===== config.mk =====
export PLATFORM = sky130hd
export DESIGN_NAME = pcf_clock_fanout
export DESIGN_NICKNAME = d
export VERILOG_FILES = /design/src/hdl/pcf_pkg.sv /design/src/hdl/pcf_duty_regen.sv /design/src/hdl/pcf_clock_fanout.sv
export VERILOG_INCLUDE_DIRS = /design/src /design/src/hdl
export SDC_FILE = /design/constraint.sdc
export NUM_CORES = 1
export LEC_CHECK = 0
export BUFFER_PORTS_ARGS = -buffer_cell sky130_fd_sc_hd__buf_4
export CAP_MARGIN = 0
export CORE_UTILIZATION = 30
export CTS_CLUSTER_SIZE = 8
export DETAILED_ROUTE_END_ITERATION = 10
export PLACE_DENSITY = 0.43
export SYNTH_ARGS = -nofsm -noshare
export SYNTH_HDL_FRONTEND = slang
export SYNTH_SLANG_ARGS = --single-unit

===== constraint.sdc =====
create_clock -name mclk -period 3.9 [get_ports mclk]
set_input_delay 0.78 -clock mclk [delete_from_list [all_inputs] [get_ports mclk]]
set_output_delay 0.78 -clock mclk [all_outputs]
set_load 0.02 [all_outputs]

===== src/hdl/pcf_cfg.svh =====
// constants of the clock fan-out model: counts, widths and bank sizes
// assumes inclusion by bare name from the package and from design files
`ifndef PCF_CFG_SVH
`define PCF_CFG_SVH

// system clock rate and the longest lock settling time
`define PCF_MCLK_MHZ      125
`define PCF_LOCK_TIME_US  1000

// counter widths
`define PCF_PERIOD_W      16
`define PCF_LOCK_W        17

// reference period bounds, in mclk cycles
`define PCF_PERIOD_ONE    16'h0001
`define PCF_PERIOD_MIN    16'h0002
`define PCF_PERIOD_MAX    16'hFFFF

// bank sizes
`define PCF_BANK_A_N      5
`define PCF_BANK_B_N      4

`endif


===== src/hdl/pcf_pkg.sv =====
// types shared by the clock fan-out model
// assumes pcf_cfg.svh is reachable on the include path
`include "pcf_cfg.svh"

package pcf_pkg;

  // reference period measurement
  typedef struct packed {
    logic [`PCF_PERIOD_W-1:0] period;
    logic                     valid;
    logic                     changed;
  } pcf_meas_t;

  // every clock copy the block drives
  typedef struct packed {
    logic [`PCF_BANK_A_N-1:0] bankA;
    logic [`PCF_BANK_B_N-1:0] bankB;
    logic                     loopReturn;
  } pcf_fanout_t;

  typedef enum logic [1:0] {
    PCF_SEARCH,
    PCF_SETTLE,
    PCF_LOCKED
  } pcf_lock_state_t;

endpackage


===== src/hdl/pcf_duty_regen.sv =====
// reference period measurement and 50 percent duty regeneration
// assumes refRise is a one-cycle pulse on each sampled reference rise
`timescale 1ns/1ps
`include "pcf_cfg.svh"

module pcf_duty_regen (
  // clock and reset
  input  wire logic          mclk,
  input  wire logic          rst_n,
  // reference edge
  input  wire logic          refRise,
  // regenerated clock and measurement
  output logic               regenClk,
  output pcf_pkg::pcf_meas_t meas
);

  logic [`PCF_PERIOD_W-1:0] cntReg;
  logic [`PCF_PERIOD_W-1:0] highCntReg;
  logic [`PCF_PERIOD_W-1:0] half;
  logic                     regenReg;
  pcf_pkg::pcf_meas_t       measReg;

  function automatic logic [`PCF_PERIOD_W-1:0] satInc(
    input logic [`PCF_PERIOD_W-1:0] v
  );
    return (v == `PCF_PERIOD_MAX) ? v : v + `PCF_PERIOD_ONE;
  endfunction

  // a saturated count means the reference stopped
  function automatic logic periodOk(input logic [`PCF_PERIOD_W-1:0] v);
    return (v >= `PCF_PERIOD_MIN) && (v != `PCF_PERIOD_MAX);
  endfunction

  assign half     = measReg.period >> 1;
  assign regenClk = regenReg;
  assign meas     = measReg;

  always_ff @(posedge mclk or negedge rst_n)
  begin
    if (!rst_n)
      cntReg <= `PCF_PERIOD_MAX; // saturated: first rise only opens a count
    else if (refRise)
      cntReg <= `PCF_PERIOD_ONE;
    else
      cntReg <= satInc(cntReg);
  end

  always_ff @(posedge mclk or negedge rst_n)
  begin
    if (!rst_n)
      measReg <= '0;
    else if (refRise)
    begin
      measReg.period  <= cntReg;
      measReg.valid   <= periodOk(cntReg);
      measReg.changed <= measReg.valid && (cntReg != measReg.period);
    end
    else
    begin
      measReg.changed <= 1'b0;
      if (cntReg == `PCF_PERIOD_MAX)
        measReg.valid <= 1'b0;
    end
  end

  always_ff @(posedge mclk or negedge rst_n)
  begin
    if (!rst_n)
      highCntReg <= '0;
    else if (refRise)
      highCntReg <= `PCF_PERIOD_ONE;
    else
      highCntReg <= satInc(highCntReg);
  end

  // high for half the measured period, low for the rest
  always_ff @(posedge mclk or negedge rst_n)
  begin
    if (!rst_n)
      regenReg <= 1'b0;
    else if (refRise)
      regenReg <= periodOk(cntReg);
    else if (highCntReg >= half)
      regenReg <= 1'b0;
  end

  a_duty_half_high:
    assert property (@(posedge mclk) disable iff (!rst_n)
      $fell(regenReg) |-> $past(highCntReg) == $past(half))
    else $error("regenerated high phase differs from half period");

endmodule


===== src/hdl/pcf_clock_fanout.sv =====
// clock fan-out model: two gated banks and a loop return copy
// assumes all inputs are synchronous to mclk and the reference period
// spans several mclk cycles; loop return out is wired to loop return in
`timescale 1ns/1ps
`include "pcf_cfg.svh"

// Function
// - first bank enable low holds all five first-bank outputs low.
// - first bank enable high makes five first-bank outputs copy the reference.
// - second bank enable low holds all four second-bank outputs low.
// - second bank enable high makes four second-bank outputs copy reference.
// - enabled outputs toggle in phase and frequency with the reference.
// - loop return output always toggles, whatever the bank enables.
// - outside bypass every output is regenerated at 50 percent duty; bypass keeps the reference duty.
// - analog supply tied low bypasses the loop, buffering reference straight.
// - after start or disturbance, lock needs a settling period first.
// - reference frequency lies between 50 and 150 MHz.
// - settling to lock takes at most one millisecond.
module pcf_clock_fanout #(
  parameter int unsigned LOCK_CYCLES = `PCF_LOCK_TIME_US * `PCF_MCLK_MHZ
) (
  // clock and reset
  input  wire logic                     mclk,
  input  wire logic                     rst_n,
  // reference and loop
  input  wire logic                     refClkIn,
  input  wire logic                     loopReturnIn,
  input  wire logic                     analogSupply,
  // bank gates
  input  wire logic                     bankAEnable,
  input  wire logic                     bankBEnable,
  // clock copies
  output logic [`PCF_BANK_A_N-1:0]      bankAClockOutputs,
  output logic [`PCF_BANK_B_N-1:0]      bankBClockOutputs,
  output logic                          loopReturnOut,
  // status
  output logic                          phaseLocked
);

  logic                     refReg;
  logic                     refPrevReg;
  logic                     refRise;
  logic                     bypass;
  logic                     regenClk;
  logic                     clkNext;
  logic                     gateAReg;
  logic                     gateBReg;
  logic                     gateANext;
  logic                     gateBNext;
  logic                     loopMismatch;
  logic                     disturb;
  logic                     lockDone;
  logic [`PCF_LOCK_W-1:0]   lockCntReg;
  logic                     phaseLockedReg;
  pcf_pkg::pcf_meas_t       meas;
  pcf_pkg::pcf_fanout_t     fanoutReg;
  pcf_pkg::pcf_fanout_t     fanoutNext;
  pcf_pkg::pcf_lock_state_t lockStateReg;

  // reference sampling and edge detect
  always_ff @(posedge mclk or negedge rst_n)
  begin
    if (!rst_n)
    begin
      refReg     <= 1'b0;
      refPrevReg <= 1'b0;
    end
    else
    begin
      refReg     <= refClkIn;
      refPrevReg <= refReg;
    end
  end

  assign refRise = refReg & ~refPrevReg;

  pcf_duty_regen i_pcf_duty_regen (
    .mclk     (mclk),
    .rst_n    (rst_n),
    .refRise  (refRise),
    .regenClk (regenClk),
    .meas     (meas)
  );

  // the bypass tap is one stage late so both paths share one latency
  assign bypass  = ~analogSupply;
  assign clkNext = bypass ? refPrevReg : regenClk;

  // a gate only follows its enable while the clock is low; an enable
  // edge during a high phase waits for that phase to end
  assign gateANext = clkNext ? gateAReg : bankAEnable;
  assign gateBNext = clkNext ? gateBReg : bankBEnable;

  always_ff @(posedge mclk or negedge rst_n)
  begin
    if (!rst_n)
    begin
      gateAReg <= 1'b0;
      gateBReg <= 1'b0;
    end
    else
    begin
      gateAReg <= gateANext;
      gateBReg <= gateBNext;
    end
  end

  always_comb
  begin
    fanoutNext.bankA      = {`PCF_BANK_A_N{gateANext & clkNext}};
    fanoutNext.bankB      = {`PCF_BANK_B_N{gateBNext & clkNext}};
    fanoutNext.loopReturn = clkNext;
  end

  always_ff @(posedge mclk or negedge rst_n)
  begin
    if (!rst_n)
      fanoutReg <= '0;
    else
      fanoutReg <= fanoutNext;
  end

  assign bankAClockOutputs = fanoutReg.bankA;
  assign bankBClockOutputs = fanoutReg.bankB;
  assign loopReturnOut     = fanoutReg.loopReturn;

  // the board wire makes loopReturnIn equal to loopReturnOut in the
  // same cycle; any difference means the loop is open or disturbed
  assign loopMismatch = loopReturnIn != fanoutReg.loopReturn;

  // a new reference period or a broken loop restarts the settle count
  assign disturb  = meas.changed || loopMismatch;
  assign lockDone = lockCntReg == `PCF_LOCK_W'(LOCK_CYCLES - 1);

  always_ff @(posedge mclk or negedge rst_n)
  begin
    if (!rst_n)
      lockStateReg <= pcf_pkg::PCF_SEARCH;
    else if (bypass || !meas.valid)
      lockStateReg <= pcf_pkg::PCF_SEARCH;
    else
    begin
      case (lockStateReg)
        pcf_pkg::PCF_SEARCH:
          lockStateReg <= pcf_pkg::PCF_SETTLE;
        pcf_pkg::PCF_SETTLE:
          if (!disturb && lockDone)
            lockStateReg <= pcf_pkg::PCF_LOCKED;
        pcf_pkg::PCF_LOCKED:
          if (disturb)
            lockStateReg <= pcf_pkg::PCF_SETTLE;
        default:
          lockStateReg <= pcf_pkg::PCF_SEARCH;
      endcase
    end
  end

  always_ff @(posedge mclk or negedge rst_n)
  begin
    if (!rst_n)
      lockCntReg <= '0;
    else if (lockStateReg != pcf_pkg::PCF_SETTLE || disturb)
      lockCntReg <= '0;
    else if (!lockDone)
      lockCntReg <= lockCntReg + `PCF_LOCK_W'(1);
  end

  // in bypass the loop is off, so lock is never claimed
  always_ff @(posedge mclk or negedge rst_n)
  begin
    if (!rst_n)
      phaseLockedReg <= 1'b0;
    else if (bypass || !meas.valid || disturb)
      phaseLockedReg <= 1'b0;
    else if (lockStateReg == pcf_pkg::PCF_SETTLE && lockDone)
      phaseLockedReg <= 1'b1;
  end

  assign phaseLocked = phaseLockedReg;

  a_bank_a_low:
    assert property (@(posedge mclk) disable iff (!rst_n)
      $rose(fanoutReg.bankA[0]) |-> $past(bankAEnable, 2))
    else $error("first bank rose while its enable was low");

  a_bank_a_copy:
    assert property (@(posedge mclk) disable iff (!rst_n)
      $rose(fanoutReg.loopReturn) && $past(bankAEnable, 2)
        |-> fanoutReg.bankA == '1)
    else $error("enabled first bank missed a clock rise");

  a_bank_b_low:
    assert property (@(posedge mclk) disable iff (!rst_n)
      $rose(fanoutReg.bankB[0]) |-> $past(bankBEnable, 2))
    else $error("second bank rose while its enable was low");

  a_bank_b_copy:
    assert property (@(posedge mclk) disable iff (!rst_n)
      $rose(fanoutReg.loopReturn) && $past(bankBEnable, 2)
        |-> fanoutReg.bankB == '1)
    else $error("enabled second bank missed a clock rise");

  a_phase_follow:
    assert property (@(posedge mclk) disable iff (!rst_n)
      refRise && (bypass || meas.valid) ##1 bypass == $past(bypass)
        |-> ##1 fanoutReg.loopReturn)
    else $error("clock copy did not follow reference rise");

  a_loop_free:
    assert property (@(posedge mclk) disable iff (!rst_n)
      refRise && meas.valid && !bypass && !bankAEnable && !bankBEnable
        |-> ##2 fanoutReg.loopReturn)
    else $error("loop return stopped with banks disabled");

  a_bypass_path:
    assert property (@(posedge mclk) disable iff (!rst_n)
      bypass && $past(bypass)
        |-> fanoutReg.loopReturn == $past(refReg, 2))
    else $error("bypass output differs from sampled reference");

  a_disturb_unlock:
    assert property (@(posedge mclk) disable iff (!rst_n)
      disturb |=> !phaseLockedReg && lockCntReg == '0)
    else $error("disturbance did not drop lock");

  a_lock_bound:
    assert property (@(posedge mclk) disable iff (!rst_n)
      lockStateReg == pcf_pkg::PCF_SETTLE && lockDone && !disturb
        && meas.valid && !bypass |=> phaseLockedReg)
    else $error("lock not declared at end of settle time");

  a_gate_low_only:
    assert property (@(posedge mclk) disable iff (!rst_n)
      ($changed(gateAReg) || $changed(gateBReg))
        |-> !fanoutReg.loopReturn)
    else $error("bank gate changed during a high phase");

  a_gate_follow:
    assert property (@(posedge mclk) disable iff (!rst_n)
      !clkNext |=> gateAReg == $past(bankAEnable)
        && gateBReg == $past(bankBEnable))
    else $error("bank gate missed its enable in a low phase");

  a_bank_a_parked:
    assert property (@(posedge mclk) disable iff (!rst_n)
      !gateAReg |-> fanoutReg.bankA == '0)
    else $error("first bank high with its gate shut");

  a_bank_b_parked:
    assert property (@(posedge mclk) disable iff (!rst_n)
      !gateBReg |-> fanoutReg.bankB == '0)
    else $error("second bank high with its gate shut");

  a_bank_pairs:
    assert property (@(posedge mclk) disable iff (!rst_n)
      (fanoutReg.bankA == '0 || fanoutReg.bankA == '1)
        && (fanoutReg.bankB == '0 || fanoutReg.bankB == '1))
    else $error("copies within one bank disagree");

  a_search_to_settle:
    assert property (@(posedge mclk) disable iff (!rst_n)
      lockStateReg == pcf_pkg::PCF_SEARCH && meas.valid && !bypass
        |=> lockStateReg == pcf_pkg::PCF_SETTLE)
    else $error("valid reference did not start the settle time");

  a_settle_restart:
    assert property (@(posedge mclk) disable iff (!rst_n)
      lockStateReg == pcf_pkg::PCF_LOCKED && disturb && meas.valid
        && !bypass |=> lockStateReg == pcf_pkg::PCF_SETTLE)
    else $error("disturbance did not restart the settle time");

  a_lost_ref_unlock:
    assert property (@(posedge mclk) disable iff (!rst_n)
      !meas.valid |=> !phaseLockedReg)
    else $error("lock held without a valid reference");

  a_bypass_unlocked:
    assert property (@(posedge mclk) disable iff (!rst_n)
      bypass |=> !phaseLockedReg && lockStateReg == pcf_pkg::PCF_SEARCH)
    else $error("lock claimed while the loop is bypassed");

  a_locked_state:
    assert property (@(posedge mclk) disable iff (!rst_n)
      phaseLockedReg == (lockStateReg == pcf_pkg::PCF_LOCKED))
    else $error("lock flag disagrees with lock state");

  a_lock_after_settle:
    assert property (@(posedge mclk) disable iff (!rst_n)
      $rose(phaseLockedReg) |-> $past(lockStateReg) == pcf_pkg::PCF_SETTLE
        && $past(lockDone))
    else $error("lock declared before the settle time ran out");

  a_lock_count_cap:
    assert property (@(posedge mclk) disable iff (!rst_n)
      lockCntReg <= `PCF_LOCK_W'(LOCK_CYCLES - 1))
    else $error("settle count ran past the lock time");

endmodule


Yosys cells after proc, flatten, opt, wreduce, memory -nomap -nowiden
Cells that the tools add are included.
{ "totals": {"regBits": 78, "in_bits": 7, "output_inout_bits": 11, "latchBits": 0, "ramBits": 0, "elab_cells": 74, "rom_bits": 0, "n_memories": 0} }
{ "op_classes": {"n_addsub": 3, "bitwise_logic": 5, "magnitude_cmp": 2, "n_div": 0, "mux": 19, "mul": 0, "n_eq_ne": 14, "n_shift": 0, "reduce_logical": 15} }
{ "ops": {"columns": ["operator", "count"], "rows": [
  ["$mux 16", 4],
  ["$mux 17", 2],
  ["$add 16x1->16 const B", 2],
  ["$eq 16x16->1 const B", 2],
  ["$add 17x1->17 const B", 1],
  ["$eq 17x17->1 const B", 1],
  ["$ge 16x15->1", 1],
  ["$ge 16x2->1 const B", 1],
  ["$ne 16x16->1", 1],
  ["$ne 16x16->1 const B", 1],
  ["$mux 1", 8],
  ["$mux 2", 4],
  ["$ne 2x1->1 const B", 4],
  ["$ne 3x3->1 const B", 2],
  ["$pmux 2 s3", 1],
  ["$reduce_bool 2->1", 3],
  ["$logic_and 1x1->1", 4],
  ["$logic_or 1x1->1", 4],
  ["$and 1x1->1", 3],
  ["$eq 2x1->1 const B", 1],
  ["$eq 2x2->1 const B", 1],
  ["$logic_not 1->1", 2],
  ["$logic_not 2->1", 1],
  ["$not 1->1", 2],
  ["2 further kinds", 2]
]} }

Longest topological paths before layout
Gate-level depths: netlist of run 1.
{ "logic_depth": {"depth_word": 7, "depth_mapped": 7, "ltp_nobuf": 7} }

Cells and area by module
Synthesis of run 1 repeated with hierarchy kept, for this count alone.
{ "unflattened": {"hier_cells": 465, "area_unflattened_um2": 4386.7} }
{ "by_module_without_submodules": {"columns": ["mod", "instances", "seq_area_each_um2", "area_per_inst_um2", "cells_per_inst"], "rows": [
  ["pcf_duty_regen", 1, 1296.2, 3056.7, 336],
  ["pcf_clock_fanout", 1, 675.6, 1330.0, 129]
]} }

Worst setup path before layout of run 1
OpenSTA, ideal clock, no wires.
{ "synth_path": {"path_type": "flip-flop to flip-flop", "from": "reg i_pcf_duty_regen.cntReg[1]", "to": "reg i_pcf_duty_regen.cntReg[7]", "slack_ns": 1.982, "path_buffers": 0, "required_time_ns": 3.832, "t_arrival_ns": 1.850, "setup_ns": 0.068, "period_less_slack_ns": 1.918, "path_stages_with_launch": 7, "path_cell_list": "dfstp_2 -> ha_1 -> nand4_1 -> nor4_1 -> nor3_1 -> xnor2_1 -> nor2_1"} }
{ "synth_between": {"elab_chain_cells": 3, "word_cells_on_any_way": 5, "cone_classes": "add/sub: 1; eq/ne: 2; mux: 2"} }
{ "synth_rtl": {"columns": ["item", "line_no", "text"], "rows": [
  ["start: declaration", "pcf_duty_regen.sv:17", "logic [`PCF_PERIOD_W-1:0] cntReg;"],
  ["start signal: assignment", "pcf_duty_regen.sv:41", "cntReg <= `PCF_PERIOD_MAX;"],
  ["start signal: assignment", "pcf_duty_regen.sv:43", "cntReg <= `PCF_PERIOD_ONE;"],
  ["start signal: assignment", "pcf_duty_regen.sv:45", "cntReg <= satInc(cntReg);"],
  ["$add 16x1->16 (no source line)", null, null],
  ["$mux 16 (no source line)", null, null],
  ["$mux 16", "pcf_duty_regen.sv:42", "else if (refRise)"]
]} }
Several ways; a longest one is shown, not always the timed one. The select of a mux whose other input is x is not followed.
A chain may end at the register's enable or synchronous reset.

Worst setup path in the final report of run 1
Same ends and word-level chain as after synthesis.

==> summary.md, run 1 <==
| Metric | Value |
|---|---|
| Outcome | `complete, no violations` |
| DP Worst Slack | `1659 ps` |
| Largest net degree at the start of global routing | `79` |
| Clock Pin Slew Worst Setup and Hold Paths | `60 ps` |
| Routed WL | `9182 um` |
| Clock Skew | `5.389 ps` |
| Area of the mapped netlist | `0.004248 mm^2` |
| Hold Vio Cnt, Final | `0` |
| Avg Inst Size Synth | `9.440 um^2` |
| EDFF count, synth | `0` |
| Root buf cell | `clkbuf_16` |
| Ys flop type | `dfrtp_1` |
| Crit start category | `flop` |
| Design area | `0.004768 mm^2` |
| Commonest non-fill, non-tap cell in the layout | `dfrtp_1` |
| Slew at the pin closest to its max-slew limit | `1002 ps` |
| Placed insts | `617` |
| Most frequent cells in the layout | `dfrtp_1 (62), nor2_1 (44), nand2_1 (42)` |
| Placeable Area | `0.01383 mm^2` |
| CP endpoint kind | `flop` |
| Layout cells sized above 1 | `0.1258` |
| Fin Hold WS | `411.7 ps` |
| YS warnings | `0` |
| Resize count post-CTS | `0` |
| Worst hold path class | `flop to flop` |
| Crit Path Max Fanout | `8` |
| Diodes inserted | `0` |
| Via-per-instance ratio | `4.888` |
| H-tree depth | `3` |
| Die X | `121.0 um` |
| Number of CTS-inserted buffers | `9` |
| Mapped Nets | `476` |
| CTS tree | `done` |
| Die H | `121.0 um` |
| Final worst-path cycle share | `0.5774` |
| I/O Pins | `18` |
| Fin. max-slew vios | `0` |
| Unrepaired setup endpoints after global routing | `no` |
| Netlist cell types | `46` |
| Sequential cell area fraction in the yosys report | `0.4642` |
| Post-placement cell area | `0.004467 mm^2` |
| Max_cap viols | `0` |
| Leak | `2.077 nW` |
| Vias | `3,094` |
| Die ar. | `0.01464 mm^2` |
| Total global-route track usage | `0.1390` |
| Slew margin rel. | `0.3320` |
| Initial antenna violation count | `0` |
| Total setup buffers inserted after CTS | `0` |
| Min setup slack post-route | `1648 ps` |
| Cell row count | `43` |
| Power Density | `482.5 mW/mm^2` |
| Worst EP arrival | `2500 ps` |
| Global route overflow | `0` |
| Setup TNS | `0 ps` |
| Clk_lat worst skew | `340 ps` |
| DRT iter0 DRCs | `167` |
| Fin nets | `474` |
| Max Fclk | `444.1 MHz` |
| First-pass GRT wire length | `15,470 um` |
| Fin crit period | `2252 ps` |
| Finished Layout Cells | `633` |
| DP Wirelength | `6448 um` |
| Initial Utilization | `0.3072` |
| Critical Path RT | `4150 ps` |
| Worst IR Drop VDD | `0.1943 mV` |
| Setup CP Type | `flop to flop` |
| Final ANT Viol Nets | `0` |
| DRC viols | `0` |
| Number of global-route vias before repair | `2,990` |
| GP Congestion | `0.7846` |
| Cells after synthesis | `450` |
| Async set or reset register ratio after synthesis | `1.000` |
| Worst-case clock buffer depth | `2` |
| DR pass1 iterations | `4` |
| DR WL/cell | `14.51 um` |
| Clk sinks | `78` |
| Final setup violation count | `0` |
| Port Buffers | `17` |
| #FFs+latches synth | `78` |
| Cts hold-fix bufs | `0` |
| Area grow syn2layout | `12.25%` |
[worst max-delay path, stage by stage (launching register included)]
cell and delay, ps:
dfstp_2 620, ha_1 240, nand4_1 200, nor4_1 740
nor3_1 140, xnor2_1 180, nor2_1 60
[final timing paths]
kind | start | endpoint | slack, ps | depth (start not counted)
min reg2reg | refReg | refPrevReg | 410 | 0
max reg2reg | i_pcf_duty_regen.cntReg[1] | i_pcf_duty_regen.cntReg[7] | 1650 | 6
min in group asynchronous | rst_n | refReg | 610 | 1
max | i_pcf_duty_regen.cntReg[1] | i_pcf_duty_regen.cntReg[7] | 1650 | 6
min | refReg | refPrevReg | 410 | 0
max in group asynchronous | rst_n | lockCntReg[15] | 2650 | 1
[flip-flops by register name, indices dropped and copies added (netlist names)]
| register | flops |
|---|---|
| phaseLocked | 1 |
| i_pcf_duty_regen.regenClk | 1 |
| lockStateReg | 2 |
| refReg | 1 |
| loopReturnOut | 1 |
| i_pcf_duty_regen.cntReg | 16 |
| bankBClockOutputs | 1 |
| lockCntReg | 17 |
| bankAClockOutputs | 1 |
| refPrevReg | 1 |
| i_pcf_duty_regen.highCntReg | 16 |
| gateBReg | 1 |
| i_pcf_duty_regen.meas | 18 |
| gateAReg | 1 |
[area by class of cell]
| type | count | area [um^2] |
|---|---|---|
| clock buffers | 12 | 256.5 |
| fillers | 1388 | 9059 |
| well taps | 180 | 225.2 |
| repair buffers | 18 | 135.1 |
| multi-input cells | 320 | 2056 |
| inverters | 21 | 78.83 |
| clock inverters | 4 | 45.04 |
| flip-flops and latches | 78 | 1972 |
[synthesized netlist by cell type (2+ instances only)]
cell type,count,area (um^2)
dfrtp_1,62,1551
nor2_1,44,165.2
nand2_1,42,157.7
xor2_1,29,254.0
o21ai_0,24,120.1
nand3_1,22,110.1
inv_1,21,78.83
xnor2_1,20,175.2
clkbuf_1,19,71.32
ha_1,19,237.7
dfstp_2,16,420.4
nand4_1,15,93.84
a21oi_1,13,65.06
and3_1,12,75.07
nor4_1,11,68.82
a211oi_1,10,75.07
nor3_1,9,45.04
and4_1,7,61.31
buf_4,7,52.55
a31oi_1,5,31.28
buf_2,5,25.02
a21o_1,4,30.03
nor2b_1,4,25.02
nand2b_1,3,18.77
or3_1,3,18.77
a21boi_0,2,15.01
a31o_2,2,17.52
o2111a_1,2,22.52
[metrics by stage]
step,power [mW],util
2_1_floorplan,1.329,-
3_3_place_gp,1.465,0.3230
3_5_place_dp,1.469,0.3230
4_1_cts,2.342,0.3449
5_1_grt,2.453,0.3449
6_report,2.301,0.3449
[routing by layer]
metal  vias to the layer above  part of all wire  wire length, um  global-route usage
met5                         -                 0                0                   0
met4                         0             0.017              155             0.05324
met3                        11             0.034              316             0.03524
met2                        43              0.44             4012              0.2086
met1                      1479              0.51             4699              0.1910
li1                       1561                 -                -                   -
[cell families (layout without fill, tap and decap cells)]
| group | after synthesis | after routing | share of synthesized area |
|---|---|---|---|
| AOI/OAI and AO/OA | 70 | 70 | 0.1049 |
| xor gates and xnor gates | 49 | 49 | 0.1010 |
| adders and majority gates | 19 | 19 | 0.05597 |
| buffers and inverters | 52 | 55 | 0.05361 |
| DFF | 78 | 78 | 0.4642 |
| muxes | 1 | 1 | 0.002357 |
| and+or+nand+nor | 181 | 181 | 0.2180 |
[report_power, final]
part	switching [mW]	leakage (nW)	internal (mW)
clock network	0.326	0.152	0.527
registers	0.119	1.00	0.910
logic	0.235	0.924	0.184
(Power assumes the default switching activity.)
==> run 2: changes to the inputs <==
- ABC_AREA: not set -> 1
- clock period: 3.9 -> 2.3 ns (I/O delays scaled with it)
==> run 2 against run 1 <==
- global-route usage is 1.1 points higher
- critical path depth stayed put
- highest routed layer unchanged
- critical path type unchanged
- fmax is 20% higher
- largest cell class unchanged
- clock power is 95% higher
- largest power group unchanged
- routed wire length is 17% higher
==> summary.md, run 2 <==
| Metric | Value |
|---|---|
| Outcome | `complete, no violations` |
| Cell row count | `44` |
| Critical Path RT | `2560 ps` |
| Crit-path cells | `ha_1, nand3_2, nor3_4, nand4_2, o21ai_0, o21ai_0` |
| Global route overflow | `0` |
| Worst-case clock buffer depth | `2` |
| Sequential cell area fraction in the yosys report | `0.4269` |
| Commonest non-fill, non-tap cell in the layout | `nand2_1` |
| Layout cells sized above 1 | `0.1315` |
| EDFF count, synth | `0` |
| Area grow syn2layout | `12.43%` |
| Fin crit period | `1875 ps` |
| Netlist cell types | `44` |
| DR pass1 iterations | `4` |
| First-pass GRT wire length | `18,900 um` |
| Clock Pin Slew Worst Setup and Hold Paths | `60 ps` |
| Net Switching | `1.298 mW` |
| Root buf cell | `clkbuf_16` |
| CP endpoint kind | `flop` |
| Most frequent cells after synthesis | `nand2_1 (121), inv_1 (75), dfrtp_1 (62)` |
| Initial antenna violation count | `0` |
| Number of CTS-inserted buffers | `9` |
| Slew margin rel. | `0.6498` |
| Worst hold path class | `input pin to asynchronous set/reset pin` |
| Die X | `126.1 um` |
| Buffers and inverters on the worst path | `0` |
| Worst reg-to-reg path cell count | `6` |
| Placed insts | `762` |
| CTS tree | `done` |
| Seq pwr share | `0.402` |
| Combinational Power Share | `0.207` |
| Resize count post-CTS | `0` |
| Max reg flops | `18` |
| Slew at the pin closest to its max-slew limit | `525.3 ps` |
| Clock Skew | `9.432 ps` |
| Routed WL | `10,770 um` |
| Slowest stage delay, CP | `590 ps` |
| DRT iter0 DRCs | `297` |
| Clk_lat worst skew | `350 ps` |
| Crit. path cell count | `6` |
| DR WL/cell | `13.86 um` |
| Setup crit end | `i_pcf_duty_regen.cntReg[0]` |
| Die ar. | `0.01590 mm^2` |
| Die H | `126.1 um` |
| Most frequent CP cell | `o21ai_0` |
| Reg-to-reg startpoint | `i_pcf_duty_regen.cntReg[1]` |
| Leading area contributor after synthesis | `dfrtp_1` |
| Max_cap viols | `0` |
| Count leader, synth | `nand2_1` |
| Most frequent cells in the layout | `nand2_1 (121), inv_1 (75), dfrtp_1 (62)` |
| Final worst-path cycle share | `0.8150` |
| Via-per-instance ratio | `4.797` |
| DP Wirelength | `7837 um` |
| Finished Layout Cells | `777` |
| Synth top area share | `0.3359` |
| GP Congestion | `0.8429` |
| Cells after synthesis | `582` |
| Final setup violation count | `0` |
| Hold Vio Cnt, Final | `0` |
| Clk sinks | `78` |
| Fin. max-slew vios | `0` |
| Placeable Area | `0.01475 mm^2` |
| Ys flop type | `dfrtp_1` |
| Power Density | `817.5 mW/mm^2` |
| YS warnings | `0` |
| Diodes inserted | `0` |
| Slowest CP cell | `dfstp_2` |
| Pint | `2.948 mW` |
| Final ANT Viol Nets | `0` |
| Setup TNS | `0 ps` |
| Worst EP arrival | `2140 ps` |
| CP Launch Point | `i_pcf_duty_regen.cntReg[1]` |
| DRC viols | `0` |
| Capture point of the worst reg-to-reg path | `i_pcf_duty_regen.cntReg[0]` |
| Fin nets | `615` |
| #FFs+latches synth | `78` |
| Initial Utilization | `0.3131` |
| Async set or reset register ratio after synthesis | `1.000` |
| Total global-route track usage | `0.1503` |
| Max Fclk | `533.5 MHz` |
| Worst IR Drop VDD | `0.3806 mV` |
| Cts hold-fix bufs | `0` |
| Total power | `4.246 mW` |
| H-tree depth | `3` |
| Switching share of power | `0.3057` |
| Crit start category | `flop` |
| Mapped Nets | `608` |
| Cell family with most CP delay | `simple AND/OR/NAND/NOR gates` |
| Port Buffers | `17` |
| I/O Pins | `18` |
| Clock group share of total power | `0.391` |
| Synth area leaders | `dfrtp_1 (34%), nand2_1 (9.8%), dfstp_2 (9.1%), inv_1 (6.1%), ha_1 (5.1%)` |
| Number of global-route vias before repair | `3,719` |
| Largest net degree at the start of global routing | `43` |
| Setup CP Type | `flop to flop` |
| Reg2reg setup slack | `430 ps` |
| Total setup buffers inserted after CTS | `0` |
| Leak | `2.414 nW` |
| Crit Path Max Fanout | `12` |
| Avg Inst Size Synth | `7.937 um^2` |
| Area of the mapped netlist | `0.004619 mm^2` |
| Unrepaired setup endpoints after global routing | `no` |
| Vias | `3,727` |
==> run 2: power by group through the flow <==
stage	Combinational [mW]	Clock, mW	Sequential [mW]
detailed placement	0.884	0	1.73
finish	0.881	1.66	1.71
CTS	0.891	1.70	1.71
global placement	0.885	0	1.73
global route	1.03	1.76	1.73
floorplan	0.677	0	1.67
==> run 2: worst min-delay path by stage <==
stage	startpoint	to	slack (ps)
2_1_floorplan	rst_n	bankAClockOutputs[0]	160
3_3_place_gp	refReg	refPrevReg	360
3_5_place_dp	refReg	refPrevReg	370
4_1_cts	rst_n	i_pcf_duty_regen.highCntReg[12]	110
5_1_grt	rst_n	i_pcf_duty_regen.highCntReg[13]	120
6_report	rst_n	refReg	90
==> run 2: cell type report <==
cell class              instances  area (um^2)
multi-input cells             402         2198
flip-flops and latches         78         1972
inverters                      78        292.8
clock buffers                  11        242.7
repair buffers                 20        162.7
clock inverters                 4        95.09
fillers                      1527         9560
well taps                     184        230.2
==> run 2: per-stage QoR <==
stage | setup WS (ps) | util | cell area, um^2 | hold slack (ps)
after floorplan | 732.3 | - | 4619 | 164.4
after global placement | 461.6 | 0.3291 | 4856 | 360.8
after detailed placement | 456.4 | 0.3291 | 4856 | 371.5
after CTS | 446.4 | 0.3520 | 5194 | 112.5
after global routing | 276.9 | 0.3520 | 5194 | 124.7
final | 425.5 | 0.3520 | 5194 | 91.33
==> run 2: layer usage <==
layer / up-vias / part of all wire / GRT usage
li1: 1937 / - / -
met5: - / 0 / 0
met2: 54 / 0.44 / 0.2268
met1: 1722 / 0.51 / 0.2071
met4: 0 / 0.022 / 0.07512
met3: 14 / 0.029 / 0.02549
==> run 2: logic make-up (layout without fill, tap and decap cells) <==
kind of cell | Yosys count | count (layout) | share of synthesized area
flip-flops | 78 | 78 | 0.4269
AO/OA/AOI/OAI | 87 | 87 | 0.1043
AND/OR/NAND/NOR | 281 | 281 | 0.2917
XOR/XNOR | 15 | 15 | 0.02844
adder cells (fa/ha/maj) | 19 | 19 | 0.05146
buffers and inverters | 102 | 113 | 0.09723
==> run 2: worst register-to-register path: stages, from the launching register on <==
cell	delay, ps
dfstp_2	590
ha_1	250
nand3_2	140
nor3_4	220
nand4_2	320
o21ai_0	170
o21ai_0	100
==> run 3: changes to the inputs <==
- PLACE_DENSITY: 0.43 -> 0.44
- clock period: 2.3 -> 1.65 ns (I/O delays scaled with it)
==> run 3 against run 2 <==
- the run now ends with negative setup slack left
- worst setup slack lost 440 ps
- cell count up 4.9%
- sequential power is 38% higher
- critical path depth rose by 2
- sequential cell count is the same
- largest cell class unchanged
- largest power group unchanged
==> summary.md, run 3 (synthesis results as in run 2) <==
| Metric | Value |
|---|---|
| Outcome | `finished, violations left` |
| Failing checks | `negative setup slack` |
| GP Congestion | `0.8385` |
| First-pass GRT wire length | `19,320 um` |
| CTS tree | `done` |
| Slowest stage delay, CP | `590 ps` |
| DP Worst Slack | `-102.2 ps` |
| Cell family with most CP delay | `simple AND/OR/NAND/NOR gates` |
| Number of CTS-inserted buffers | `9` |
| Worst-case clock buffer depth | `2` |
| Max Fclk | `602.2 MHz` |
| I/O Pins | `18` |
| Clk_lat worst skew | `340 ps` |
| Most frequent CP cell | `nand3_4` |
| Largest net degree at the start of global routing | `46` |
| Buffers and inverters on the worst path | `1` |
| Number of global-route vias before repair | `3,902` |
| Cell row count | `44` |
| Reg-to-reg startpoint | `i_pcf_duty_regen.cntReg[0]` |
| Fin nets | `652` |
| Final setup violation count | `3` |
| Clock Skew | `4.799 ps` |
| DRT iter0 DRCs | `259` |
| Root buf cell | `clkbuf_16` |
| Fin crit period | `1661 ps` |
| Hold Crit Depth | `1` |
| Max reg flops | `18` |
| DP Wirelength | `8200 um` |
| Diodes inserted | `0` |
| DRC viols | `0` |
| Global route overflow | `0` |
| Clk sinks | `78` |
| Leak | `2.589 nW` |
| H-tree depth | `3` |
| Post-layout util | `0.3788` |
| Slew at the pin closest to its max-slew limit | `447.9 ps` |
| DR pass1 iterations | `4` |
| Via-per-instance ratio | `4.885` |
| Slowest CP cell | `dfstp_2` |
| Port Buffers | `17` |
| Worst EP arrival | `1940 ps` |
| Max_cap viols | `0` |
| Slew margin rel. | `0.7014` |
| Initial antenna violation count | `0` |
| Initial Utilization | `0.3131` |
| Worst reg-to-reg path cell count | `8` |
| Most frequent cells in the layout | `nand2_1 (119), inv_1 (73), dfrtp_1 (61)` |
| Final ANT Viol Nets | `0` |
| Capture point of the worst reg-to-reg path | `i_pcf_duty_regen.cntReg[3]` |
| Die H | `126.1 um` |
| Power Density | `1052 mW/mm^2` |
| Final worst-path cycle share | `1.006` |
| Setup TNS | `-17.88 ps` |
| Reg2reg setup slack | `-10 ps` |
| Crit start category | `flop` |
| Layout cells sized above 1 | `0.2076` |
| Crit Path Max Fanout | `6` |
| Min setup slack post-route | `-10.65 ps` |
| Area grow syn2layout | `20.99%` |
| Fin. max-slew vios | `0` |
| Filler cell count in the final layout | `1,513` |
| Worst IR Drop VDD | `0.5067 mV` |
| Worst Hold End | `refReg` |
| Die ar. | `0.01590 mm^2` |
| HP Start | `refClkIn` |
| Commonest non-fill, non-tap cell in the layout | `nand2_1` |
| Setup CP Type | `flop to flop` |
| Worst hold path class | `input pin to flop` |
| Clock Pin Slew Worst Setup and Hold Paths | `60 ps` |
| Placeable Area | `0.01475 mm^2` |
| Total global-route track usage | `0.1547` |
| Vias | `3,981` |
| Unrepaired setup endpoints after global routing | `yes` |
| Die X | `126.1 um` |
| CP endpoint kind | `flop` |
| DR WL/cell | `13.95 um` |
| Routed WL | `11,370 um` |
| Hold Vio Cnt, Final | `0` |
| Critical Path RT | `1930 ps` |
| Crit-path cells | `ha_4, nand3_4, nor3_4, buf_6, nand3_4, nand3_4, nand2_2, a21oi_2` |
[run 3: cell types whose count changed in the layout (fill, tap and decap cells not counted), sizes merged]
cell         before  now
bufinv            3    1
clkbuf           11   12
buf              20   56
clkinv            2    3
dlygate4sd3       0    1
clkinvlp          0    1
[run 3: worst max path at each step]
stage | cells after the start | endpoint | start
CTS | 8 | i_pcf_duty_regen.cntReg[3] | i_pcf_duty_regen.cntReg[0]
global placement | 8 | i_pcf_duty_regen.highCntReg[11] | i_pcf_duty_regen.highCntReg[1]
global route | 8 | i_pcf_duty_regen.cntReg[5] | i_pcf_duty_regen.cntReg[0]
finish | 8 | i_pcf_duty_regen.cntReg[3] | i_pcf_duty_regen.cntReg[0]
floorplan | 6 | i_pcf_duty_regen.cntReg[1] | i_pcf_duty_regen.cntReg[1]
detailed placement | 8 | i_pcf_duty_regen.highCntReg[11] | i_pcf_duty_regen.highCntReg[1]
[run 3: metal layers]
metal	global-route usage	vias to the layer above	wire, um
met2	0.2447	57	5174
li1	-	2014	-
met3	0.02634	14	309
met5	0	-	0
met4	0.06875	0	228
met1	0.2071	1896	5659
[run 3: per-stage QoR]
step	hold slack [ps]	total power [mW]	cells	cell area, um^2
after CTS	83.60	5.803	805	5391
after global routing	83.97	6.263	815	5589
after global placement	316.9	3.771	788	5064
final	97.74	5.879	815	5589
after detailed placement	318.5	3.788	788	5064
after floorplan	34.41	3.273	582	4619
[run 3: layout make-up]
type	count	area [um^2]	area share
timing repair buffer	57	459.2	0.08216
multi-input combinational	402	2350	0.4204
sequential	78	1973	0.3530
clock buffer	12	236.5	0.04231
clock inverter	4	47.55	0.008507
inverter	78	292.8	0.05238
tap	184	230.2	0.04119
[run 3: power breakdown]
part           switching [mW]  leakage, nW  internal (mW)
clock                   0.793        0.137           1.17
combinational           0.900         1.45          0.657
sequential              0.216         1.00           2.14
[run 3: timing repair]
| action | 4_1_cts | 5_1_grt |
|---|---|---|
| endpoints found under the hold margin | 62 | 0 |
| buffers inserted | 0 | 10 |
| pin swaps | 0 | 13 |
| resized for setup | 6 | 29 |
| endpoints found under the setup margin | 10 | 29 |
| hold buffers | 1 | 0 |
[run 3: worst reg2reg max path: cells and delay by family (launching register included)]
kind / cells / cell delay, ps
AND/OR/NAND/NOR: 5 / 610
flip-flops: 1 / 590
adder cells (fa/ha/maj): 1 / 160
buffers and inverters: 1 / 150
AO/OA/AOI/OAI: 1 / 90
